==> config.mk <==
export PLATFORM = sky130hd
export DESIGN_NAME = oscc_ctrl
export DESIGN_NICKNAME = d
export VERILOG_FILES = /design/src/oscc_pkg.sv /design/src/oscc_ctrl.sv
export SDC_FILE = /design/constraint.sdc
export NUM_CORES = 1
export LEC_CHECK = 0
export ABC_AREA = 1
export BUFFER_PORTS_ARGS = -buffer_cell sky130_fd_sc_hd__buf_4
export CORE_ASPECT_RATIO = 0.75
export CORE_UTILIZATION = 45
export CTS_BUF_LIST = sky130_fd_sc_hd__clkbuf_8
export DETAILED_ROUTE_END_ITERATION = 8
export PLACE_DENSITY = 0.78
export SLEW_MARGIN = 20
export SYNTH_ARGS = -nofsm -noshare
export SYNTH_HDL_FRONTEND = slang
export SYNTH_SLANG_ARGS = --single-unit
export TNS_END_PERCENT = 100
==> constraint.sdc <==
create_clock -name mclk -period 2 [get_ports mclk]
set_clock_uncertainty 0.05 [all_clocks]
set_input_delay 0.4 -clock mclk [delete_from_list [all_inputs] [get_ports mclk]]
set_output_delay 0.4 -clock mclk [all_outputs]
set_load 0.03 [all_outputs]
==> src/oscc_pkg.sv <==
// Purpose: shared constants for the oscillator select, doze and pll divider control
// Assumes: mclk is the system clock at 200 MHz
// Notes: register indices are word indices on the plain register port
`default_nettype none
package oscc_pkg;
    // clock and timing
    localparam int CLK_PERIOD_NS = 5;
    localparam int SWITCH_SETTLE_NS = 50;
    localparam int SWITCH_SETTLE_CYC = (SWITCH_SETTLE_NS + CLK_PERIOD_NS - 1) / CLK_PERIOD_NS;
    localparam int PLL_STARTUP_NS = 1000;
    localparam int PLL_STARTUP_CYC = (PLL_STARTUP_NS + CLK_PERIOD_NS - 1) / CLK_PERIOD_NS;
    localparam int SETTLE_W = 8;
    localparam int STARTUP_W = 9;

    // register indices
    localparam logic [3:0] ADDR_OSC_CTRL = 4'h0;
    localparam logic [3:0] ADDR_CLK_DIV = 4'h1;
    localparam logic [3:0] ADDR_PLL_FBD = 4'h2;
    localparam logic [3:0] ADDR_UNLOCK = 4'h3;
    localparam logic [15:0] UNLOCK_KEY1 = 16'h0055;
    localparam logic [15:0] UNLOCK_KEY2 = 16'h00AA;

    // oscillator_control field positions
    localparam int OSC_ACTIVE_LSB = 12;
    localparam int OSC_REQ_LSB = 8;
    localparam int OSC_FREEZE_BIT = 7;
    localparam int OSC_LOCK_BIT = 5;
    localparam int OSC_FAIL_BIT = 3;
    localparam int OSC_SWITCH_BIT = 0;

    // clock_divider field positions
    localparam int DIV_WAKE_BIT = 15;
    localparam int DIV_DOZE_LSB = 12;
    localparam int DIV_CPU_SLOWDOWN_ENABLE_BIT = 11;
    localparam int DIV_FRCPS_LSB = 8;
    localparam int DIV_PRE_LSB = 0;

    // reset values
    localparam logic [2:0] DOZE_RST = 3'h3;
    localparam logic [2:0] FRCPS_RST = 3'h0;
    localparam logic [3:0] PREDIV_RST = 4'h1;
    localparam logic [7:0] FBDIV_RST = 8'h96;

    // source encodings
    localparam logic [2:0] SRC_FRC = 3'h0;
    localparam logic [2:0] SRC_FRC_PLL = 3'h1;
    localparam logic [2:0] SRC_PRI = 3'h2;
    localparam logic [2:0] SRC_PRI_PLL = 3'h3;
    localparam logic [2:0] SRC_RSVD = 3'h4;

    // source switch sequencer
    typedef enum logic [0:0] {ST_IDLE, ST_SETTLE} oscc_state_e;
endpackage
`default_nettype wire

==> src/oscc_ctrl.sv <==
// Purpose: clock source selection, switch sequencing, pll status, doze and divider settings
// Assumes: straps and analog status pins are asynchronous; irq_event is on mclk
// Notes: read data appear one cycle after the read strobe and only then
`default_nettype none

// Functional notes
// - active source field read-only; code 100 falls back to fast RC.
// - requested source field writable; loaded from power-on strap after reset.
// - switch request stays high while pending; device clears it when done.
// - freeze bit plus monitor strap blocks clock and pll setting writes.
// - pll status reads 1 when a pll source is active and locked or its start-up timer elapsed.
// - clock fail flag set by monitor, stays until software clears it.
// - software writing 1 to fail flag raises the failure trap.
// - oscillator control writes need a prior unlock key sequence.
// - with wake bit set, an interrupt clears doze enable.
// - doze ratio divides by 1 to 128; resets to divide by 8.
// - doze enable off forces processor to peripheral ratio 1:1.
// - doze ratio writes ignored while doze enable is set.
// - doze enable cannot be set while doze ratio is 000.
// - fast RC postscaler codes divide 1..64 then 256; resets to 000.
// - pll prescaler codes 0001..1000 divide by 1..8; resets to 0001.
// - prescaler writes accepted even while the pll runs.
// - feedback divider resets to 150; software uses 16 to 200.
// - reserved and unimplemented bits read as zero.
// - instruction clock is the system clock divided by two.
// - pll output follows feedback, prescaler and postscaler settings.
module oscc_ctrl
    import oscc_pkg::*;
(
    // clock and reset
    input wire logic mclk,
    input wire logic reset_n,
    // register port
    input wire logic [3:0] reg_addr,
    input wire logic [15:0] reg_wdata,
    input wire logic reg_wr,
    input wire logic reg_rd,
    output logic [15:0] reg_rdata,
    // straps and analog status pins
    input wire logic [2:0] poweron_source_cfg,
    input wire logic switch_monitor_cfg_bit,
    input wire logic pll_locked_in,
    input wire logic clock_fail_detect,
    // interrupt activity from the core
    input wire logic irq_event,
    // clock control outputs
    output logic [2:0] active_source_sel,
    output logic pll_enable,
    output logic osc_fail_trap,
    output logic instr_clk_en,
    output logic cpu_clk_en,
    output logic [2:0] fast_rc_postscale,
    output logic [3:0] loop_ref_prediv,
    output logic [7:0] loop_feedback_divider
);
    localparam int SW_MAX = SWITCH_SETTLE_CYC + 1;

    // true for either pll source
    function automatic logic is_pll(input logic [2:0] src);
        is_pll = (src == SRC_FRC_PLL) || (src == SRC_PRI_PLL);
    endfunction

    // reserved code runs from fast RC
    function automatic logic [2:0] fallback(input logic [2:0] src);
        fallback = (src == SRC_RSVD) ? SRC_FRC : src;
    endfunction

    // direct hop between the two pll sources
    function automatic logic pll_hop(input logic [2:0] from, input logic [2:0] to);
        pll_hop = is_pll(from) && is_pll(to) && (from != to);
    endfunction

    // low bits mask for a power of two doze ratio
    function automatic logic [6:0] doze_mask(input logic [2:0] code);
        doze_mask = 7'((8'h01 << code) - 8'h01);
    endfunction

    // synchronisers, not reset so the strap is valid at release
    logic [2:0] cfg_s1, cfg_s2;
    logic mon_s1, mon_s2, lock_s1, lock_s2, fail_s1, fail_s2, fail_prev_q;
    always_ff @(posedge mclk)
    begin
        cfg_s1 <= poweron_source_cfg;
        cfg_s2 <= cfg_s1;
        mon_s1 <= switch_monitor_cfg_bit;
        mon_s2 <= mon_s1;
        lock_s1 <= pll_locked_in;
        lock_s2 <= lock_s1;
        fail_s1 <= clock_fail_detect;
        fail_s2 <= fail_s1;
        fail_prev_q <= fail_s2;
    end

    // state
    oscc_state_e state_q, state_d;
    logic [SETTLE_W-1:0] settle_q, settle_d;
    logic [STARTUP_W-1:0] start_q, start_d;
    logic [2:0] active_q, active_d, req_src_q, req_src_d;
    logic switch_q, switch_d, freeze_q, freeze_d, fail_q, fail_d, trap_q, trap_d;
    logic lock_q, lock_d, pll_en_q, pll_en_d, cfg_pend_q, cfg_pend_d;
    logic wake_q, wake_d, cpu_slowdown_enable_q, cpu_slowdown_enable_d, instr_q, instr_d, cpu_en_q, cpu_en_d;
    logic [2:0] doze_q, doze_d, frcps_q, frcps_d;
    logic [3:0] prediv_q, prediv_d;
    logic [7:0] fbdiv_q, fbdiv_d;
    logic [6:0] doze_cnt_q, doze_cnt_d;
    logic [1:0] unlock_q, unlock_d;
    logic [15:0] rdata_q, rdata_d;
    logic frozen, osc_wr, osc_ok, div_wr, fbd_wr, hw_fail;

    // decoded strobes
    assign frozen = freeze_q && mon_s2;
    assign osc_wr = reg_wr && (reg_addr == ADDR_OSC_CTRL);
    assign osc_ok = osc_wr && (unlock_q == 2'h2);
    assign div_wr = reg_wr && (reg_addr == ADDR_CLK_DIV);
    assign fbd_wr = reg_wr && (reg_addr == ADDR_PLL_FBD);
    assign hw_fail = fail_s2 && !fail_prev_q;

    // next state for source, switch, fail, doze and divider logic
    always_comb
    begin
        state_d = state_q;
        settle_d = settle_q;
        active_d = active_q;
        req_src_d = req_src_q;
        switch_d = switch_q;
        freeze_d = freeze_q;
        fail_d = fail_q;
        trap_d = 1'b0;
        cfg_pend_d = 1'b0;
        wake_d = wake_q;
        doze_d = doze_q;
        cpu_slowdown_enable_d = cpu_slowdown_enable_q;
        frcps_d = frcps_q;
        prediv_d = prediv_q;
        fbdiv_d = fbdiv_q;
        unlock_d = unlock_q;
        if (reg_wr && (reg_addr == ADDR_UNLOCK))
        begin
            if (reg_wdata == UNLOCK_KEY1)
                unlock_d = 2'h1;
            else if ((reg_wdata == UNLOCK_KEY2) && (unlock_q == 2'h1))
                unlock_d = 2'h2;
            else
                unlock_d = 2'h0;
        end
        else if (osc_wr)
            unlock_d = 2'h0; // one write per unlock, locked or not
        // strap loads requested and active source once after reset
        if (cfg_pend_q)
        begin
            req_src_d = cfg_s2;
            active_d = fallback(cfg_s2);
        end
        // oscillator_control write, only once unlocked
        if (osc_ok)
        begin
            // freeze blocks source and switch changes
            if (!frozen)
            begin
                req_src_d = reg_wdata[OSC_REQ_LSB +: 3];
                freeze_d = reg_wdata[OSC_FREEZE_BIT];
                if (reg_wdata[OSC_SWITCH_BIT] && !switch_q)
                begin
                    switch_d = 1'b1;
                    settle_d = '0;
                    state_d = ST_SETTLE;
                end
            end
            // software set behaves like a real failure
            if (reg_wdata[OSC_FAIL_BIT])
                trap_d = 1'b1;
            fail_d = reg_wdata[OSC_FAIL_BIT];
        end
        // monitor sets the flag; set wins over a clear
        if (hw_fail)
        begin
            fail_d = 1'b1;
            trap_d = 1'b1;
        end
        // switch sequencer
        case (state_q)
            ST_IDLE:
            begin
            end
            ST_SETTLE:
            begin
                // forbidden hop abandons the switch; depends on it
                if (pll_hop(active_q, req_src_q))
                begin
                    switch_d = 1'b0;
                    state_d = ST_IDLE;
                end
                // commit source and clear request together
                else if (settle_q == SETTLE_W'(SWITCH_SETTLE_CYC - 1))
                begin
                    active_d = fallback(req_src_q);
                    switch_d = 1'b0;
                    state_d = ST_IDLE;
                end
                else
                    settle_d = settle_q + 1'b1;
            end
            default:
            begin
                switch_d = 1'b0;
                state_d = ST_IDLE;
            end
        endcase
        // clock_divider write, no unlock needed
        if (div_wr)
        begin
            wake_d = reg_wdata[DIV_WAKE_BIT];
            // ratio held while doze is on
            if (!cpu_slowdown_enable_q)
                doze_d = reg_wdata[DIV_DOZE_LSB +: 3];
            // doze cannot start with ratio 000
            cpu_slowdown_enable_d = reg_wdata[DIV_CPU_SLOWDOWN_ENABLE_BIT] && (doze_d != 3'h0);
            // dividers take effect even with the pll running
            if (!frozen)
            begin
                frcps_d = reg_wdata[DIV_FRCPS_LSB +: 3];
                prediv_d = reg_wdata[DIV_PRE_LSB +: 4];
            end
        end
        // feedback divider, range left to software
        if (fbd_wr && !frozen)
            fbdiv_d = reg_wdata[7:0];
        // interrupt restores full speed, wins over a write
        if (wake_q && irq_event)
            cpu_slowdown_enable_d = 1'b0;
    end

    // pll start-up timer and lock status
    always_comb
    begin
        pll_en_d = is_pll(active_d);
        start_d = start_q;
        lock_d = 1'b0;
        if (is_pll(active_q))
        begin
            if (start_q != STARTUP_W'(PLL_STARTUP_CYC))
                start_d = start_q + 1'b1;
            lock_d = lock_s2 || (start_q == STARTUP_W'(PLL_STARTUP_CYC));
        end
        else
            start_d = '0;
    end

    // clock enables and read data
    always_comb
    begin
        // instruction clock at half the system clock
        instr_d = !instr_q;
        doze_cnt_d = doze_cnt_q + 1'b1;
        // processor runs one cycle in 2^ratio, or every cycle
        cpu_en_d = !cpu_slowdown_enable_q || ((doze_cnt_q & doze_mask(doze_q)) == 7'h00);
        rdata_d = 16'h0000;
        // unused and reserved bits read zero
        if (reg_rd)
        begin
            case (reg_addr)
                ADDR_OSC_CTRL:
                    rdata_d = {1'b0, active_q, 1'b0, req_src_q, freeze_q, 1'b0,
                               lock_q, 1'b0, fail_q, 2'b00, switch_q};
                ADDR_CLK_DIV:
                    rdata_d = {wake_q, doze_q, cpu_slowdown_enable_q, frcps_q, 4'h0, prediv_q};
                ADDR_PLL_FBD:
                    rdata_d = {8'h00, fbdiv_q};
                default:
                    rdata_d = 16'h0000;
            endcase
        end
    end

    // registers
    always_ff @(posedge mclk)
    begin
        if (!reset_n)
        begin
            state_q <= ST_IDLE;
            settle_q <= '0;
            start_q <= '0;
            active_q <= SRC_FRC;
            req_src_q <= SRC_FRC;
            switch_q <= 1'b0;
            freeze_q <= 1'b0;
            fail_q <= 1'b0;
            trap_q <= 1'b0;
            lock_q <= 1'b0;
            pll_en_q <= 1'b0;
            cfg_pend_q <= 1'b1;
            wake_q <= 1'b0;
            cpu_slowdown_enable_q <= 1'b0;
            doze_q <= DOZE_RST;
            frcps_q <= FRCPS_RST;
            prediv_q <= PREDIV_RST;
            fbdiv_q <= FBDIV_RST;
            doze_cnt_q <= '0;
            unlock_q <= 2'h0;
            instr_q <= 1'b0;
            cpu_en_q <= 1'b0;
            rdata_q <= 16'h0000;
        end
        else
        begin
            state_q <= state_d;
            settle_q <= settle_d;
            start_q <= start_d;
            active_q <= active_d;
            req_src_q <= req_src_d;
            switch_q <= switch_d;
            freeze_q <= freeze_d;
            fail_q <= fail_d;
            trap_q <= trap_d;
            lock_q <= lock_d;
            pll_en_q <= pll_en_d;
            cfg_pend_q <= cfg_pend_d;
            wake_q <= wake_d;
            cpu_slowdown_enable_q <= cpu_slowdown_enable_d;
            doze_q <= doze_d;
            frcps_q <= frcps_d;
            prediv_q <= prediv_d;
            fbdiv_q <= fbdiv_d;
            doze_cnt_q <= doze_cnt_d;
            unlock_q <= unlock_d;
            instr_q <= instr_d;
            cpu_en_q <= cpu_en_d;
            rdata_q <= rdata_d;
        end
    end

    // outputs straight from flops
    assign reg_rdata = rdata_q;
    assign active_source_sel = active_q;
    assign pll_enable = pll_en_q;
    assign osc_fail_trap = trap_q;
    assign instr_clk_en = instr_q;
    assign cpu_clk_en = cpu_en_q;
    assign fast_rc_postscale = frcps_q;
    // analog pll multiplies by feedback over prescaler and postscalers
    assign loop_ref_prediv = prediv_q;
    assign loop_feedback_divider = fbdiv_q;
endmodule
`default_nettype wire

After elaboration in Yosys (flattened, before gate mapping)
Index checks and enable logic that the tools add are counted.
- register bits: 91
- output and inout bits: 38
- logic and storage cells: 133
- add/subtract/negate cells: 4
- equal/unequal tests: 19
- shifts and indexed selects: 1
- mux-type cells: 40
- bitwise gates (word level): 3
- reduce and logical (&&, ||, !) cells: 34
- operators with widths (operator ; count):
    $mux 8 ; 6
    $pmux 16 s3 ; 1
    $mux 3 ; 11
    $mux 1 ; 18
    $eq 16x7->1 const B ; 1
    $eq 16x8->1 const B ; 1
    $logic_and 1x1->1 ; 14
    $add 9x1->9 const B ; 1
    $eq 3x1->1 const B ; 3
    $eq 3x2->1 const B ; 3
    $eq 9x8->1 const B ; 1
    $ne 9x8->1 const B ; 1
    $add 8x1->8 const B ; 1
    $eq 4x2->1 const B ; 2
    $eq 8x4->1 const B ; 1
    $mux 2 ; 4
    $reduce_and 2->1 ; 4
    $add 7x1->7 const B ; 1
    $and 7x7->7 ; 1
    $logic_not 7->1 ; 1
    $shl 1x3->7 const A ; 1
    $sub 7x1->7 const B ; 1
    $eq 3x3->1 const B ; 2
    $logic_not 1->1 ; 5
    other kinds (10) ; 16

Longest topological paths before layout
- word-level depth: 8
- gate-level depth with buffers: 10
- depth with buffers taken out: 10

Worst setup path before layout
Ideal clock, no wire load.
- path type: register to register
- from: register active_q[1], in the netlist active_source_sel[1]
- to: register settle_q[2]
- library setup time: 116 ps
- data arrival time: 1323 ps
- data required time: 1834 ps
- slack: 511 ps
- stages on the path, launching flop included: 10
- buffers on the path: 0
- period minus slack after synthesis: 1489 ps
- cell sequence: dfxtp_1 -> inv_1 -> nand2_1 -> nand2_1 -> nand2_2 -> nand2_2 -> nor2_2 -> inv_1 -> o21ai_0 -> nor2_1
- word-level cells in the longest chain between the ends: 6
- ends and longest elaborated chain (item ; RTL line ; text):
    start: declaration ; oscc_ctrl.sv:98 ; logic [2:0] active_q, active_d, req_src_q, req_src_d;
    start signal: assignment ; oscc_ctrl.sv:309 ; active_q <= active_d;
    $eq 3x1->1 / $eq 3x2->1 (equally long branches) ; oscc_ctrl.sv:60 ; is_pll = (src == SRC_FRC_PLL) || (src == SRC_PRI_PLL);
    $logic_or 1x1->1 ; oscc_ctrl.sv:60 ;
    $logic_and 1x1->1 ; oscc_ctrl.sv:70 ; pll_hop = is_pll(from) && is_pll(to) && (from != to);
    $logic_and 1x1->1 * ; oscc_ctrl.sv:70 ;
    $mux 8 * ; oscc_ctrl.sv:188 ; if (pll_hop(active_q, req_src_q))
    $mux 8 * ; oscc_ctrl.sv:181 ; case (state_q)
    end signal: assignment ; oscc_ctrl.sv:307 ; settle_q <= settle_d;
    end: declaration ; oscc_ctrl.sv:96 ; logic [SETTLE_W-1:0] settle_q, settle_d;
Mark *: on every way between the ends. The rest lies on a longest branch, timed or not.
A chain may end at the register's enable or synchronous reset.

Worst setup path after layout
- from: register doze_q[2]
- to: register cpu_en_q, in the netlist cpu_clk_en
- word-level cells in the longest chain between the ends: 5
- ends and longest elaborated chain (item ; RTL line ; text):
    start: declaration ; oscc_ctrl.sv:102 ; logic [2:0] doze_q, doze_d, frcps_q, frcps_d;
    start signal: assignment ; oscc_ctrl.sv:320 ; doze_q <= doze_d;
    $shl 1x3->7 ; oscc_ctrl.sv:75 ; doze_mask = 7'((8'h01 << code) - 8'h01);
    $sub 7x1->7 ; oscc_ctrl.sv:75 ;
    $and 7x7->7 ; oscc_ctrl.sv:256 ; cpu_en_d = !cpu_slowdown_enable_q || ((doze_cnt_q & doze_mask(doze_q)) == 7'h00);
    $logic_not 7->1 ; oscc_ctrl.sv:256 ;
    $logic_or 1x1->1 ; oscc_ctrl.sv:256 ;
    end signal: assignment ; oscc_ctrl.sv:327 ; cpu_en_q <= cpu_en_d;
    end: declaration ; oscc_ctrl.sv:101 ; logic wake_q, wake_d, cpu_slowdown_enable_q, cpu_slowdown_enable_d, instr_q, instr_d, cpu_en_q, cpu_en_d;
No other way between the ends.

==> summary.txt <==
STA
  • RSZ-0062 raised after global routing: no
  • Fin crit share: between 80% and 90%
  • Fin crit period: 1.72 ns
  • Setup TNS: 0 ns
  • Worst slew pin tran: 0.601 ns
  • Final hold vios: 0
  • Slew margin rel.: 59.8%
  • Final setup viols: 0
  • Slew Viols, Final: 0
  • F_max: 581 MHz

Power and ir drop
  • LEAKAGE: approximately 2.1 nW
  • Internal power: 0.00260 W
  • PD cells: 723 nW/µm²
  • Peak supply drop: 0.458 mV
  • Clock share of power: roughly 37%
  • Gate power share: roughly 8.3%
  • Switch Pwr: about 0.00085 W
  • Part of the power in registers: 54.7%
  • Sw Ratio: 24.6%

Clock network
  • Setup bufs post-CTS: 0
  • Cts bufs inserted: 9
  • Post-CTS Hold Fix Bufs: 0
  • Clk root buf: clkbuf_8
  • H-Tree Depth: 3
  • Gates resized, CTS repair: 0
  • Clk sink count: 91
  • CTS tree: done
  • Worst skew pair latency: 0.38 ns
  • CTS clk-pin slew, worst paths: ~0.09 ns
  • Longest Clk Path Bufs: 2

Detailed routing
  • Via density per instance: 5.29
  • Drc violations: 0
  • WL final: around 9.6 mm
  • DR WL/cell: 13.6 µm
  • Final ANT Viol Nets: 0
  • DR pass1 iterations: 6
  • Total number of vias: between 3000 and 4000
  • Detailed Route Iter0 Violations: 283

Logic synthesis
  • Post-synthesis sequential area ratio: 45.9%
  • Mean Syn Cell Area: 7.55 µm²
  • Flops & latches, synth: 91
  • Post-Syn Area: 3970 µm²
  • Mapped Nets: around 560
  • Yosys cell types: 36
  • Cells after Synth: 526
  • Ys Warns: 0

Floorplan
  • Die X: 110 µm
  • Initial core utilization: ~47%
  • CORE AREA: 8490 µm²
  • Die ar.: between 9000 and 10000 µm²
  • # IOs: 69
  • Die H: 83.3 µm
  • FP Rows: 29

Min path
  • Min-delay worst type: input port to register

Place
  • I/O Buffers: 68
  • GP Congestion: 0.884
  • DP Area: around 4600 µm²
  • Hpwl dp: slightly above 7 mm

Layout
  • NumNets Final: 633
  • Layout cells sized above 1: a little under a fifth
  • Diode count: 0
  • Area grow syn2layout: 20.2%
  • Final instance area: 4770 µm²

Setup path
  • Data arrival, critical path: 1.98 ns
  • Startpoint types: register
  • Highest net fanout along the worst path: 9
  • Critical Path RT: 2.26 ns
  • WS Path Type: register to register
  • Worst Setup End Kind: register

GRT
  • Initial antenna violation count: 0
  • Total global routing overflow: 0
  • First-pass GRT wire length: roughly 16 mm
  • Largest net degree at the start of global routing: 31
  • All-Layer GR Usage: 22.1%
  • Vias in the first global route: 3317

Run status
  • Outcome: complete, no violations

Flow run
  • Max-cap viol count: 0
critical path, stage by stage, from the launching register on:
cell,delay [ns]
dfxtp_1,0.50
inv_1,0.20
nand2_1,0.13
ha_1,0.26
nand4_1,0.13
nand2_1,0.08
inv_1,0.04
nand2_1,0.06
nand4_1,0.07
a21oi_1,0.13
state kept, by name, indices dropped and copies added (netlist names), 2 cells and up:
signal,flops
doze_cnt_q,7
cfg_s2,3
loop_feedback_divider,8
settle_q,8
active_source_sel,3
doze_q,3
unlock_q,2
loop_ref_prediv,4
reg_rdata,16
fast_rc_postscale,3
req_src_q,3
start_q,9
cfg_s1,3
per-stage QoR:
stage	hold WS, ns	util [%]	worst slack [ns]	std cells	total power, W
floorplan	0.260	-	0.511	526	0.00208
global placement	0.263	53.8	0.346	693	0.00221
detailed placement	0.264	53.8	0.240	693	0.00221
CTS	0.0632	56.2	0.345	708	0.00347
global route	0.0568	56.2	0.134	708	0.00359
finish	0.0751	56.2	0.279	708	0.00345
path summary, 6_finish.rpt:
path                                            start          to  slack, ns  cells after the start
worst max-delay path                        doze_q[2]  cpu_clk_en       0.28                      9
worst min-delay path            poweron_source_cfg[2]   cfg_s1[2]       0.08                      1
worst max register to register              doze_q[2]  cpu_clk_en       0.28                      9
worst min register to register                 mon_s1      mon_s2       0.27                      0
synthesized netlist by cell type:
cell type,count,area [µm²]
nand2_1,95,357
dfxtp_1,91,1820
nor2_1,79,297
inv_1,64,240
a21oi_1,49,245
o21ai_0,32,160
nand3_1,25,125
nand4_1,14,87.6
clkbuf_1,7,26.3
nor3_1,7,35.0
ha_1,6,75.1
o211ai_1,6,45.0
o22ai_1,6,37.5
buf_6,4,45.0
a211oi_1,3,22.5
buf_2,3,15.0
clkinv_2,3,15.0
nand2_2,3,18.8
nand3_4,3,52.6
nor2_2,3,18.8
a21oi_2,2,17.5
inv_2,2,7.51
nand2_4,2,22.5
nor2_4,2,22.5
nor2_8,2,40.0
xnor2_1,2,17.5
xor2_1,2,17.5
a22oi_1,1,7.51
clkbuf_2,1,5.00
nand3_2,1,10.0
nand3b_1,1,7.51
nand4_4,1,21.3
o21a_1,1,7.51
o21ai_2,1,8.76
o21bai_1,1,7.51
o221ai_1,1,8.76
layout by cell type, fill, tap and decap left out, types with 3 or more instances in the layout:
cell type  netlist  final
clkinv_2         3      4
nand3_4          3      3
clkbuf_8         0     11
nand4_1         14     14
nor3_1           7      7
o211ai_1         6      6
dfxtp_1         91     91
nand2_1         95     95
nor2_1          79     79
nand3_1         25     25
o21ai_0         32     32
buf_4            0     74
o22ai_1          6      6
a21oi_1         49     49
ha_1             6      6
nor2_2           3      3
nand2_2          3      3
a211oi_1         3      3
inv_1           64     64
per-layer routing:
layer | track usage (%) | wire (µm) | vias up
li1 | - | - | 1847
met1 | 29.5 | 4460 | 1730
met2 | 34.3 | 4260 | 148
met3 | 5.77 | 733 | 20
met4 | 8.36 | 193 | 0
met5 | 0 | 0 | -
cell type report:
type | instances | area, µm²
clock buffers | 11 | 151
clock inverters | 4 | 50.0
fillers | 786 | 3720
inverters | 69 | 263
multi-input cells | 351 | 1790
flip-flops and latches | 91 | 1820
well taps | 108 | 135
repair buffers | 74 | 556
cells by family after synthesis:
kind of cell / share of synthesized area (%)
fa+ha+maj: 1.89
flops: 45.9
xor+xnor: 0.883
simple gates: 28.1
compound gates: 14.3
buf+inv: 8.92
power by group through the flow:
stage                     logic, W  registers (W)  clock network, W
after floorplan           0.000132        0.00195                 0
after global placement    0.000278        0.00193                 0
after detailed placement  0.000284        0.00193                 0
after CTS                 0.000285        0.00189           0.00130
after global routing      0.000313        0.00189           0.00139
final                     0.000286        0.00189           0.00128
Power figures use the tool's default switching activity.
